`config.mk`:
```
export PLATFORM = sky130hd
export DESIGN_NAME = pgeu_event_unit_ctrl
export DESIGN_NICKNAME = d
export VERILOG_FILES = /design/src/rtl/pgeu_event_unit_ctrl.v
export VERILOG_INCLUDE_DIRS = /design/src /design/src/rtl
export SDC_FILE = /design/constraint.sdc
export NUM_CORES = 1
export LEC_CHECK = 0
export BUFFER_PORTS_ARGS = -buffer_cell sky130_fd_sc_hd__buf_2
export CORE_MARGIN = 1
export CORE_UTILIZATION = 47
export DETAILED_ROUTE_END_ITERATION = 7
export PLACE_DENSITY = 0.85
export SYNTH_ARGS = -nofsm -noshare
export SYNTH_HDL_FRONTEND = slang
export SYNTH_SLANG_ARGS = --single-unit
```
`constraint.sdc`:
```
create_clock -name clk_i -period 2.45 [get_ports clk_i]
set_input_delay 0.1225 -clock clk_i [delete_from_list [all_inputs] [get_ports clk_i]]
set_output_delay 0.1225 -clock clk_i [all_outputs]
set_load 0.1 [all_outputs]
```
`src/rtl/pgeu_defs.vh`:
```
// Purpose: constants for the event unit control block
// Assumes: apb with 32-bit data, byte addresses
// Notes: definitions only
`ifndef PGEU_DEFS_VH
`define PGEU_DEFS_VH
`define PGEU_ADDR_W 12
`define PGEU_OFF_INDEX 12'h520
`define PGEU_OFF_IRQ_STATUS 12'h528
`define PGEU_OFF_CTRL 12'h52c
`define PGEU_OFF_IRQ_MASK 12'h540
`define PGEU_OFF_EVENTS 12'h544
`define PGEU_ST_PULSE_LSB 16
`define PGEU_ST_PULSE_MSB 18
`define PGEU_ST_CAP_MSB 1
`define PGEU_CTL_OUT_SEL 8
`define PGEU_CTL_PIN_IN 7
`define PGEU_CTL_DIR 6
`define PGEU_CTL_CAP_IRQ_EN 5
`define PGEU_CTL_ACTIVE 4
`define PGEU_CTL_ARM 3
`define PGEU_CTL_SOFT_RST 2
`define PGEU_CTL_CAP_EN 1
`define PGEU_IDX_CAP 8
`define PGEU_IDX_PULSE_MSB 1
`define PGEU_PULSE_RESERVED 2'h3
`define PGEU_CNT_W 4
`endif

```
`src/rtl/pgeu_event_unit_ctrl.v`:
```
// Purpose: status and control of three pulse output units and two capture units on one gpio pin
// Assumes: apb slave, single clock, synchronous active-high reset
// Notes: unit events arrive as one-cycle pulses from the unit datapaths on this clock
//
// Operation
// - summary gpio event interrupt is the or of all held unit flags
// - status bits 18:16 are pulse unit flags, reset zero
// - pulse unit flag sets only when that unit's report enable is set
// - status bits 1:0 are capture unit flags, reset zero
// - capture unit flag sets only with its own capture interrupt enable
// - control bit 8 picks combinational or registered pin output, reset zero
// - bit 7 reads the synchronised pin input level
// - bit 6 selects pin as capture input when one, output when zero
// - bit 5 is the interrupt enable of the indexed capture unit
// - bit 4 reads one while indexed pulse unit runs without error
// - writing one to bit 3 arms indexed pulse unit; clears on output
// - bit 2 returns indexed pulse unit to inactive default state
// - pulse fields use index bits 1:0, capture fields index bit 8
// - writing one to bit 1 enables capture unit, clears its counter
// - writing zero to bit 1 disables unit, clears ready and overflow
// - pulse pointer codes 0..2 select units, 3 reserved; capture pointer one bit
// - late-target error clears when software clears the arm bit
//
// Our own choice: the APB register port.
`timescale 1ns/1ps
`include "pgeu_defs.vh"
module pgeu_event_unit_ctrl (
  // clock and reset
  input wire clk_i,
  input wire srst_i,
  // apb slave
  input wire psel_i,
  input wire penable_i,
  input wire pwrite_i,
  input wire [`PGEU_ADDR_W-1:0] paddr_i,
  input wire [31:0] pwdata_i,
  output wire pready_o,
  output wire pslverr_o,
  output reg [31:0] prdata_o,
  // gpio pin: oe low while driving
  input wire gpio_pin_i,
  output reg gpio_pin_o,
  output wire gpio_pin_oe_o,
  // pulse unit datapath
  input wire [2:0] pulse_report_enable_i,
  input wire [2:0] pulse_fire_i,
  input wire [2:0] pulse_late_i,
  input wire pulse_level_i,
  input wire [2:0] cascade_arm_i,
  output wire [2:0] pulse_unit_arm_o,
  output reg [2:0] pulse_unit_soft_reset_o,
  // capture unit datapath
  input wire [1:0] capture_event_i,
  output wire [1:0] capture_unit_enable_o,
  output wire [1:0] capture_ready_flag_o,
  output wire [1:0] capture_count_overflow_o,
  output wire [2*`PGEU_CNT_W-1:0] capture_event_count_o,
  // interrupts
  output wire gpio_event_irq_o,
  output wire irq_o
);
  // pin input synchroniser; only the second stage is read
  reg pin_meta;
  reg pin_sync;
  reg [1:0] pulse_unit_pointer;
  reg capture_unit_pointer;
  reg out_sel;
  reg pin_direction_select;
  reg [1:0] capture_irq_enable;
  reg [2:0] arm;
  reg [2:0] active;
  reg [2:0] late_err;
  reg [2:0] pulse_flag;
  reg [1:0] cap_flag;
  reg [1:0] cap_en;
  reg [1:0] cap_rdy;
  reg [1:0] cap_ovf;
  reg [`PGEU_CNT_W-1:0] cap_cnt [0:1];
  reg [31:0] irq_mask;
  reg pulse_q;
  wire acc = psel_i & penable_i;
  wire wr = acc & pwrite_i;
  wire wr_ctrl = wr & (paddr_i == `PGEU_OFF_CTRL);
  wire wr_idx = wr & (paddr_i == `PGEU_OFF_INDEX);
  wire wr_stat = wr & (paddr_i == `PGEU_OFF_IRQ_STATUS);
  wire wr_mask = wr & (paddr_i == `PGEU_OFF_IRQ_MASK);
  // reserved pointer code hits no unit
  wire ptr_ok = (pulse_unit_pointer != `PGEU_PULSE_RESERVED);
  wire [31:0] status;
  wire mapped = (paddr_i == `PGEU_OFF_INDEX) | (paddr_i == `PGEU_OFF_IRQ_STATUS) |
                (paddr_i == `PGEU_OFF_CTRL) | (paddr_i == `PGEU_OFF_IRQ_MASK);
  assign pready_o = 1'b1;
  assign pslverr_o = acc & ~mapped;
  assign status = {13'h0000, pulse_flag, 14'h0000, cap_flag};
  assign gpio_event_irq_o = |status;
  assign irq_o = |(status & irq_mask);
  assign gpio_pin_oe_o = pin_direction_select;
  assign pulse_unit_arm_o = arm;
  assign capture_unit_enable_o = cap_en;
  assign capture_ready_flag_o = cap_rdy;
  assign capture_count_overflow_o = cap_ovf;
  assign capture_event_count_o = {cap_cnt[1], cap_cnt[0]};
  always @* begin
    if (out_sel) begin
      gpio_pin_o = pulse_level_i;
    end else begin
      gpio_pin_o = pulse_q;
    end
  end
  always @(posedge clk_i) begin
    if (srst_i) begin
      pin_meta <= 1'b0;
      pin_sync <= 1'b0;
      pulse_q <= 1'b0;
      pulse_unit_pointer <= 2'h0;
      capture_unit_pointer <= 1'b0;
      out_sel <= 1'b0;
      pin_direction_select <= 1'b0;
      capture_irq_enable <= 2'h0;
      irq_mask <= 32'h00000000;
    end else begin
      pin_meta <= gpio_pin_i;
      pin_sync <= pin_meta;
      pulse_q <= pulse_level_i;
      if (wr_idx) begin
        pulse_unit_pointer <= pwdata_i[`PGEU_IDX_PULSE_MSB:0];
        capture_unit_pointer <= pwdata_i[`PGEU_IDX_CAP];
      end
      if (wr_mask) begin
        irq_mask <= pwdata_i & 32'h00070003;
      end
      if (wr_ctrl) begin
        out_sel <= pwdata_i[`PGEU_CTL_OUT_SEL];
        pin_direction_select <= pwdata_i[`PGEU_CTL_DIR];
        capture_irq_enable[capture_unit_pointer] <= pwdata_i[`PGEU_CTL_CAP_IRQ_EN];
      end
    end
  end
  // per pulse unit state
  genvar g;
  generate
    for (g = 0; g < 3; g = g + 1) begin : g_pulse
      wire sel = ptr_ok & (pulse_unit_pointer == g);
      wire sw_rst = wr_ctrl & sel & pwdata_i[`PGEU_CTL_SOFT_RST];
      always @(posedge clk_i) begin
        if (srst_i) begin
          arm[g] <= 1'b0;
          active[g] <= 1'b0;
          late_err[g] <= 1'b0;
          pulse_flag[g] <= 1'b0;
          pulse_unit_soft_reset_o[g] <= 1'b0;
        end else begin
          pulse_unit_soft_reset_o[g] <= sw_rst;
          if (sw_rst) begin
            arm[g] <= 1'b0;
            active[g] <= 1'b0;
            late_err[g] <= 1'b0;
          end else begin
            if (pulse_fire_i[g]) begin
              arm[g] <= 1'b0;
            end else if ((wr_ctrl & sel) | cascade_arm_i[g]) begin
              arm[g] <= (wr_ctrl & sel) ? pwdata_i[`PGEU_CTL_ARM] : 1'b1;
            end
            if (pulse_late_i[g] | pulse_fire_i[g]) begin
              active[g] <= 1'b0;
            end else if ((wr_ctrl & sel & pwdata_i[`PGEU_CTL_ARM]) | cascade_arm_i[g]) begin
              active[g] <= 1'b1;
            end
            // late error cleared by arm write of zero; set wins
            if (pulse_late_i[g] & pulse_report_enable_i[g]) begin
              late_err[g] <= 1'b1;
            end else if (wr_ctrl & sel & ~pwdata_i[`PGEU_CTL_ARM]) begin
              late_err[g] <= 1'b0;
            end
          end
          // gated by report enable; set beats write-one clear
          if (pulse_report_enable_i[g] & (pulse_fire_i[g] | pulse_late_i[g])) begin
            pulse_flag[g] <= 1'b1;
          end else if (wr_stat & pwdata_i[`PGEU_ST_PULSE_LSB + g]) begin
            pulse_flag[g] <= 1'b0;
          end
        end
      end
    end
    for (g = 0; g < 2; g = g + 1) begin : g_cap
      wire sel = (capture_unit_pointer == g);
      wire wr_en = wr_ctrl & sel;
      always @(posedge clk_i) begin
        if (srst_i) begin
          cap_en[g] <= 1'b0;
          cap_rdy[g] <= 1'b0;
          cap_ovf[g] <= 1'b0;
          cap_flag[g] <= 1'b0;
          cap_cnt[g] <= {`PGEU_CNT_W{1'b0}};
        end else begin
          if (wr_en & pwdata_i[`PGEU_CTL_CAP_EN]) begin
            cap_en[g] <= 1'b1;
            cap_cnt[g] <= {`PGEU_CNT_W{1'b0}};
          end else if (wr_en) begin
            cap_en[g] <= 1'b0;
            cap_rdy[g] <= 1'b0;
            cap_ovf[g] <= 1'b0;
          end else if (cap_en[g] & pin_direction_select & capture_event_i[g]) begin
            cap_rdy[g] <= 1'b1;
            if (&cap_cnt[g]) begin
              cap_ovf[g] <= 1'b1;
            end else begin
              cap_cnt[g] <= cap_cnt[g] + {{(`PGEU_CNT_W-1){1'b0}}, 1'b1};
            end
          end
          // gated by own enable; input captures only
          if (capture_irq_enable[g] & cap_en[g] & pin_direction_select & capture_event_i[g]) begin
            cap_flag[g] <= 1'b1;
          end else if (wr_stat & pwdata_i[g]) begin
            cap_flag[g] <= 1'b0;
          end
        end
      end
    end
  endgenerate
  // read mux, registered so data comes from flops; reads with zero wait need ready high
  always @(posedge clk_i) begin
    if (srst_i) begin
      prdata_o <= 32'h00000000;
    end else if (psel_i & ~penable_i & ~pwrite_i) begin
      case (paddr_i)
        `PGEU_OFF_INDEX: prdata_o <= {23'h000000, capture_unit_pointer, 6'h00, pulse_unit_pointer};
        `PGEU_OFF_IRQ_STATUS: prdata_o <= status;
        `PGEU_OFF_IRQ_MASK: prdata_o <= irq_mask;
        `PGEU_OFF_CTRL: prdata_o <= {23'h000000, out_sel,
          pin_sync, pin_direction_select, capture_irq_enable[capture_unit_pointer],
          ptr_ok & active[pulse_unit_pointer], ptr_ok & arm[pulse_unit_pointer], 1'b0,
          cap_en[capture_unit_pointer], 1'b0};
        default: prdata_o <= 32'h00000000;
      endcase
    end
  end
endmodule

```
# Word-level counts from Yosys, hierarchy flattened
# Memories as Yosys holds them, arrays and structs flattened.
# Index checks and enable logic that the tools add are counted.
dict set report op_classes {
  add_sub_neg 2
  n_lt_le_gt_ge 3
  n_eq_ne 7
  n_mux 64
  bitwise 68
  reduce_logical 27
}
# operator count
set ops {}
lappend ops {{19-bit case mux with 4 select lines} 1}
lappend ops {{1-bit 2-to-1 mux} 55}
lappend ops {{12-bit by 11-bit == test with 1-bit output, second input constant} 4}
lappend ops {{1-bit bitwise AND} 45}
lappend ops {{32-bit OR reduction} 1}
lappend ops {{2-bit nonzero test} 11}
lappend ops {{19-bit bitwise AND} 1}
lappend ops {{3-bit OR reduction} 6}
lappend ops {{4-bit 2-to-1 mux} 4}
lappend ops {{1-bit bitwise OR} 16}
lappend ops {{4-bit by 1-bit adder with 4-bit output, second input constant} 2}
lappend ops {{4-bit AND reduction} 2}
lappend ops {{1-bit NOT} 6}
lappend ops {{3-bit AND reduction} 2}
lappend ops {{5-bit OR reduction} 1}
lappend ops {{1-bit binary-select mux with 2-bit select} 2}
lappend ops {{2-bit AND reduction} 2}
lappend ops {{2-bit by 3-bit < comparator with 1-bit output, second input constant} 1}
lappend ops {{2-bit bitwise mux} 1}
lappend ops {{2-bit by 1-bit == test with 1-bit output, second input constant} 1}
lappend ops {{2-bit == test, second input constant} 1}
lappend ops {{2-bit zero test} 1}
lappend ops {{1-bit by 2-bit < comparator with 1-bit output, second input constant} 1}
lappend ops {{2-bit != test, second input constant} 1}
lappend ops {{other kinds (3)} 3}
dict set report totals {
  regBits 67
  ram_bits 8
  in_bits 65
  elab_cells 202
  mem_count 1
}
# memory words width rd rd_clocked_by_memory_dff wr line
set mem_list {}
lappend mem_list {cap_cnt 2 4 2 0 2 pgeu_event_unit_ctrl.v:78} ;# reg [`PGEU_CNT_W-1:0] cap_cnt [0:1];

# Depth between registers and ports, before layout
dict set report logic_depth {
  depth_word 10
  depth_mapped 6
  mapped_depth_nobuf 5
}

# Least setup slack after synthesis
# Ideal clock, no wire load.
dict set report synth_timing {
  path_type {flip-flop to flip-flop}
  start {reg pin_direction_select, in the netlist gpio_pin_oe_o}
  end {mem cap_cnt[0][0] (netlist name), enable pin}
  setup_time_ps 361
  arrival_time_ps 1861
  required_time_ps 2089
  path_slack_ps 227
  stages_incl_launch_ff 4
  cell_sequence {dfxtp_1 and3_1 o21ai_0 o21ai_0}
}
# element line
set synth_rtl {}
lappend synth_rtl {{start, declared} pgeu_event_unit_ctrl.v:68} ;# reg pin_direction_select;
lappend synth_rtl {{start signal, assigned} pgeu_event_unit_ctrl.v:134} ;# pin_direction_select <= pwdata_i[`PGEU_CTL_DIR];
lappend synth_rtl {{end, declared} pgeu_event_unit_ctrl.v:78}

# Final worst setup path
dict set report layout_timing {
  start {in paddr_i[4]}
  end {out pslverr_o}
}
dict set report layout_between {
  elab_chain_cells 6
  word_cells_on_any_way 9
  classes_between {eq/ne: 4; bitwise: 5}
}
# element line
set layout_lines {}
lappend layout_lines {{start, declared} pgeu_event_unit_ctrl.v:35} ;# input wire [`PGEU_ADDR_W-1:0] paddr_i,
lappend layout_lines {{12-bit by 11-bit == test with 1-bit output} -}
lappend layout_lines {{1-bit bitwise OR (2 in a row)} pgeu_event_unit_ctrl.v:90} ;# wire mapped = (paddr_i == `PGEU_OFF_INDEX) | (paddr_i == `PGEU_OFF_IRQ_STATUS) |
lappend layout_lines {{1-bit bitwise OR *} pgeu_event_unit_ctrl.v:90}
lappend layout_lines {{1-bit NOT *} pgeu_event_unit_ctrl.v:93} ;# assign pslverr_o = acc & ~mapped;
lappend layout_lines {{1-bit bitwise AND *} pgeu_event_unit_ctrl.v:93}
lappend layout_lines {{end, declared} pgeu_event_unit_ctrl.v:38} ;# output wire pslverr_o,
# Every way passes the cells marked *; elsewhere a longest branch is shown, timed or not.

==> summary.txt <==
STA
  • Final worst-path cycle share: 87.2%
  • RSZ-0062 raised after global routing: no
  • Slew Limit Fails: 0
  • Slew headroom: around 40%
  • Crit path time final: approximately 2.1 ns
  • Clk_skew: 0.0122 ns
  • Slew @ Worst Pin: 0.912 ns
  • Hold Vio Cnt, Final: 0
  • Final Setup Violations: 0
  • FMAX: approximately 0.47 GHz
  • Setup WS post-layout: approximately 0.31 ns
  • Setup TNS: 0 ns

Synth
  • Post-synth top cells: dfxtp_1, nor2_1, buf_4, nand2_1
  • Number of distinct library cells after synthesis: 50
  • Mapped Cells: approximately 300
  • Most frequent cell after synthesis: dfxtp_1
  • Top_reg_cell synth: dfxtp_1
  • Area leader, netlist: dfxtp_1
  • FFs w/ async S/R, synth: 0%
  • Synthesized cell area: 0.00274 mm2
  • Post-Syn Area per Cell: 8.95 um2
  • Flops & latches, synth: 54
  • Sequential-to-total area share from yosys stat: 42.4%
  • EDFF count, synth: 8
  • Ys Warns: 0
  • Top cells by area, synth: dfxtp_1, edfxtp_1, buf_4, mux2i_1, nor2_1
  • Synth top area share: 33.6%

Cells and area
  • Layout area overhead: 18.4%
  • Share of cells above drive strength 1: 25.9%
  • Final non-filler cell total: 458
  • Diodes inserted: 0
  • Final nets: 452
  • Layout Utilization: around three fifths

Critical path
  • Crit-path max FO: 7
  • WP data required: 2.33 ns
  • Worst setup EP type: output port
  • CP arrival: around 2 ns
  • CP Launch Type: input pin
  • Crit path kind: input pin to output port

Floorplanning
  • Initial core utilization: 49.2%
  • CORE AREA: 0.00557 mm2
  • Die height: 78.4 um
  • Die width: 78.4 um
  • IO Count: approximately 120
  • Num rows: 27
  • Total die area: 0.00614 mm2

Clocking
  • H-tree depth: 2
  • Clock Tree Buf Depth: 2
  • Worst skew pair latency: 0.31 ns
  • Sink Count: between 50 and 60
  • Clock tree from TritonCTS: done
  • TritonCTS Buffers: 5
  • Root buffer cell: clkbuf_8
  • CTS clk-pin slew, worst paths: about 0.080 ns

Detailed routing
  • Via Count: 2,512
  • Vias per inst: 5.48
  • DR pass1 iterations: 4
  • Starting DRT DRC Count: 141
  • Mean routed wirelength per cell: 14.0 um
  • Total Wirelength: 6.43 mm
  • DRC errors left: 0
  • Post-DRT Antenna Nets: 0

Min path
  • HP Class: input pin to register

GRT
  • Vias in the first global route: 2,449
  • Initial antenna violation count: 0
  • First-pass GRT wire length: 10.8 mm
  • Total gr overflow: 0
  • Largest net degree at the start of global routing: 53
  • Global Route Usage Sum: 21.8%

Job
  • Max Cap Viol: 0

Power
  • Combinational Power Share: 21.0%
  • Pint: 0.00118 W
  • Peak VDD IR: around 0.36 mV
  • Sw frac: around 34%
  • LEAKAGE: about 1.4 nW
  • Clock network power share: 27.0%
  • Psw: 0.000596 W
  • Pwr Density: between 500 and 600 mW/mm2
  • Seq pwr share: 52.1%
  • Total Power: roughly 0.0018 W

Placed design
  • GPL Wtd Cong: approximately 0.85
  • Dpl cells: 447
  • Hpwl dp: around 4.8 mm
  • Buffers on Ports: 78
  • Setup WS pre-CTS: 0.127 ns

Run status
  • Status: finished clean
==> flip-flops by register name, indices dropped and copies added, names as in the netlist <==
register	count
cap_cnt	8
capture_unit_enable_o	2
pulse_q	1
pulse_unit_soft_reset_o	3
cap_flag	2
gpio_pin_oe_o	1
pulse_flag	3
capture_ready_flag_o	2
capture_unit_pointer	1
out_sel	1
active	3
prdata_o	11
pulse_unit_pointer	2
pin_sync	1
capture_count_overflow_o	2
pulse_unit_arm_o	3
capture_irq_enable	2
pin_meta	1
irq_mask	5
==> worst max-delay path: stages <==
cell	delay, ns
buf_2	0.12
or4b_1	0.69
or4_4	0.55
a21oi_1	0.19
nor2_1	0.06
buf_2	0.29
==> per-layer routing <==
layer  global-route usage (%)  wire length [um]  vias up
met2                     38.3              3110       90
met4                     7.41               113        0
li1                         -                 -     1235
met1                     26.0              2800     1174
met5                        0                 0        -
met3                     4.88               408       13
==> layout make-up <==
cell class	instances	area (um2)
tap	72	90.1
fill	530	2330
inverter	8	30.0
clock buffer	7	76.3
timing repair buffer	89	480
clock inverter	1	7.51
multi-input combinational	227	1400
sequential	54	1160
==> final timing paths <==
check                                     end  slack [ns]  cells past startpoint                              start
setup / recovery                    pslverr_o        0.31                      6                         paddr_i[4]
hold / removal            pin_meta$_SDFF_PP0_        0.02                      2                         gpio_pin_i
setup reg to reg  cap_cnt[1][0]$_SDFFCE_PN0P_        0.58                      4  capture_unit_pointer$_SDFFE_PP0P_
hold reg to reg           pin_sync$_SDFF_PP0_        0.44                      1                pin_meta$_SDFF_PP0_
==> logic make-up after synthesis <==
kind of cell | after synthesis | share of synthesized area [%]
buffers and inverters | 45 | 9.27
other | 2 | 0.274
AO/OA/AOI/OAI | 60 | 14.4
flip-flops | 54 | 42.4
AND/OR/NAND/NOR | 120 | 24.4
adder cells (fa/ha/maj) | 2 | 0.913
multiplexers | 19 | 7.12
XOR/XNOR | 4 | 1.28
==> cell usage in the layout, fill, tap and decap left out, types with 9 or more instances in the layout <==
cell type  instances
dfxtp_1           46
conb_1            22
a21oi_1           15
nor2_1            31
nor4_1             9
nand3_1            9
and3_1             9
buf_2             78
o21ai_0           13
nand2_1           18
mux2i_1           15
==> power groups by stage <==
stage                     Sequential, W  Combinational (W)  Clock (W)
final                          0.000925           0.000372   0.000479
after global routing           0.000927           0.000391   0.000526
after global placement         0.000944           0.000364          0
after detailed placement       0.000945           0.000366          0
after floorplan                0.000999           0.000266          0
after CTS                      0.000924           0.000371   0.000491
==> through the flow <==
step                area (um2)  hold WS, ns
floorplan                 2820        0.192
global placement          3130        0.301
detailed placement        3130        0.304
CTS                       3250       0.0169
global route              3250       0.0370
finish                    3250       0.0215
==> timing repair <==
item,in CTS,in global routing
resized for setup,0,0
hold buffers,3,0
setup buffers,0,0
endpoints found under the hold margin,3,0
(Power assumes the default switching activity.)
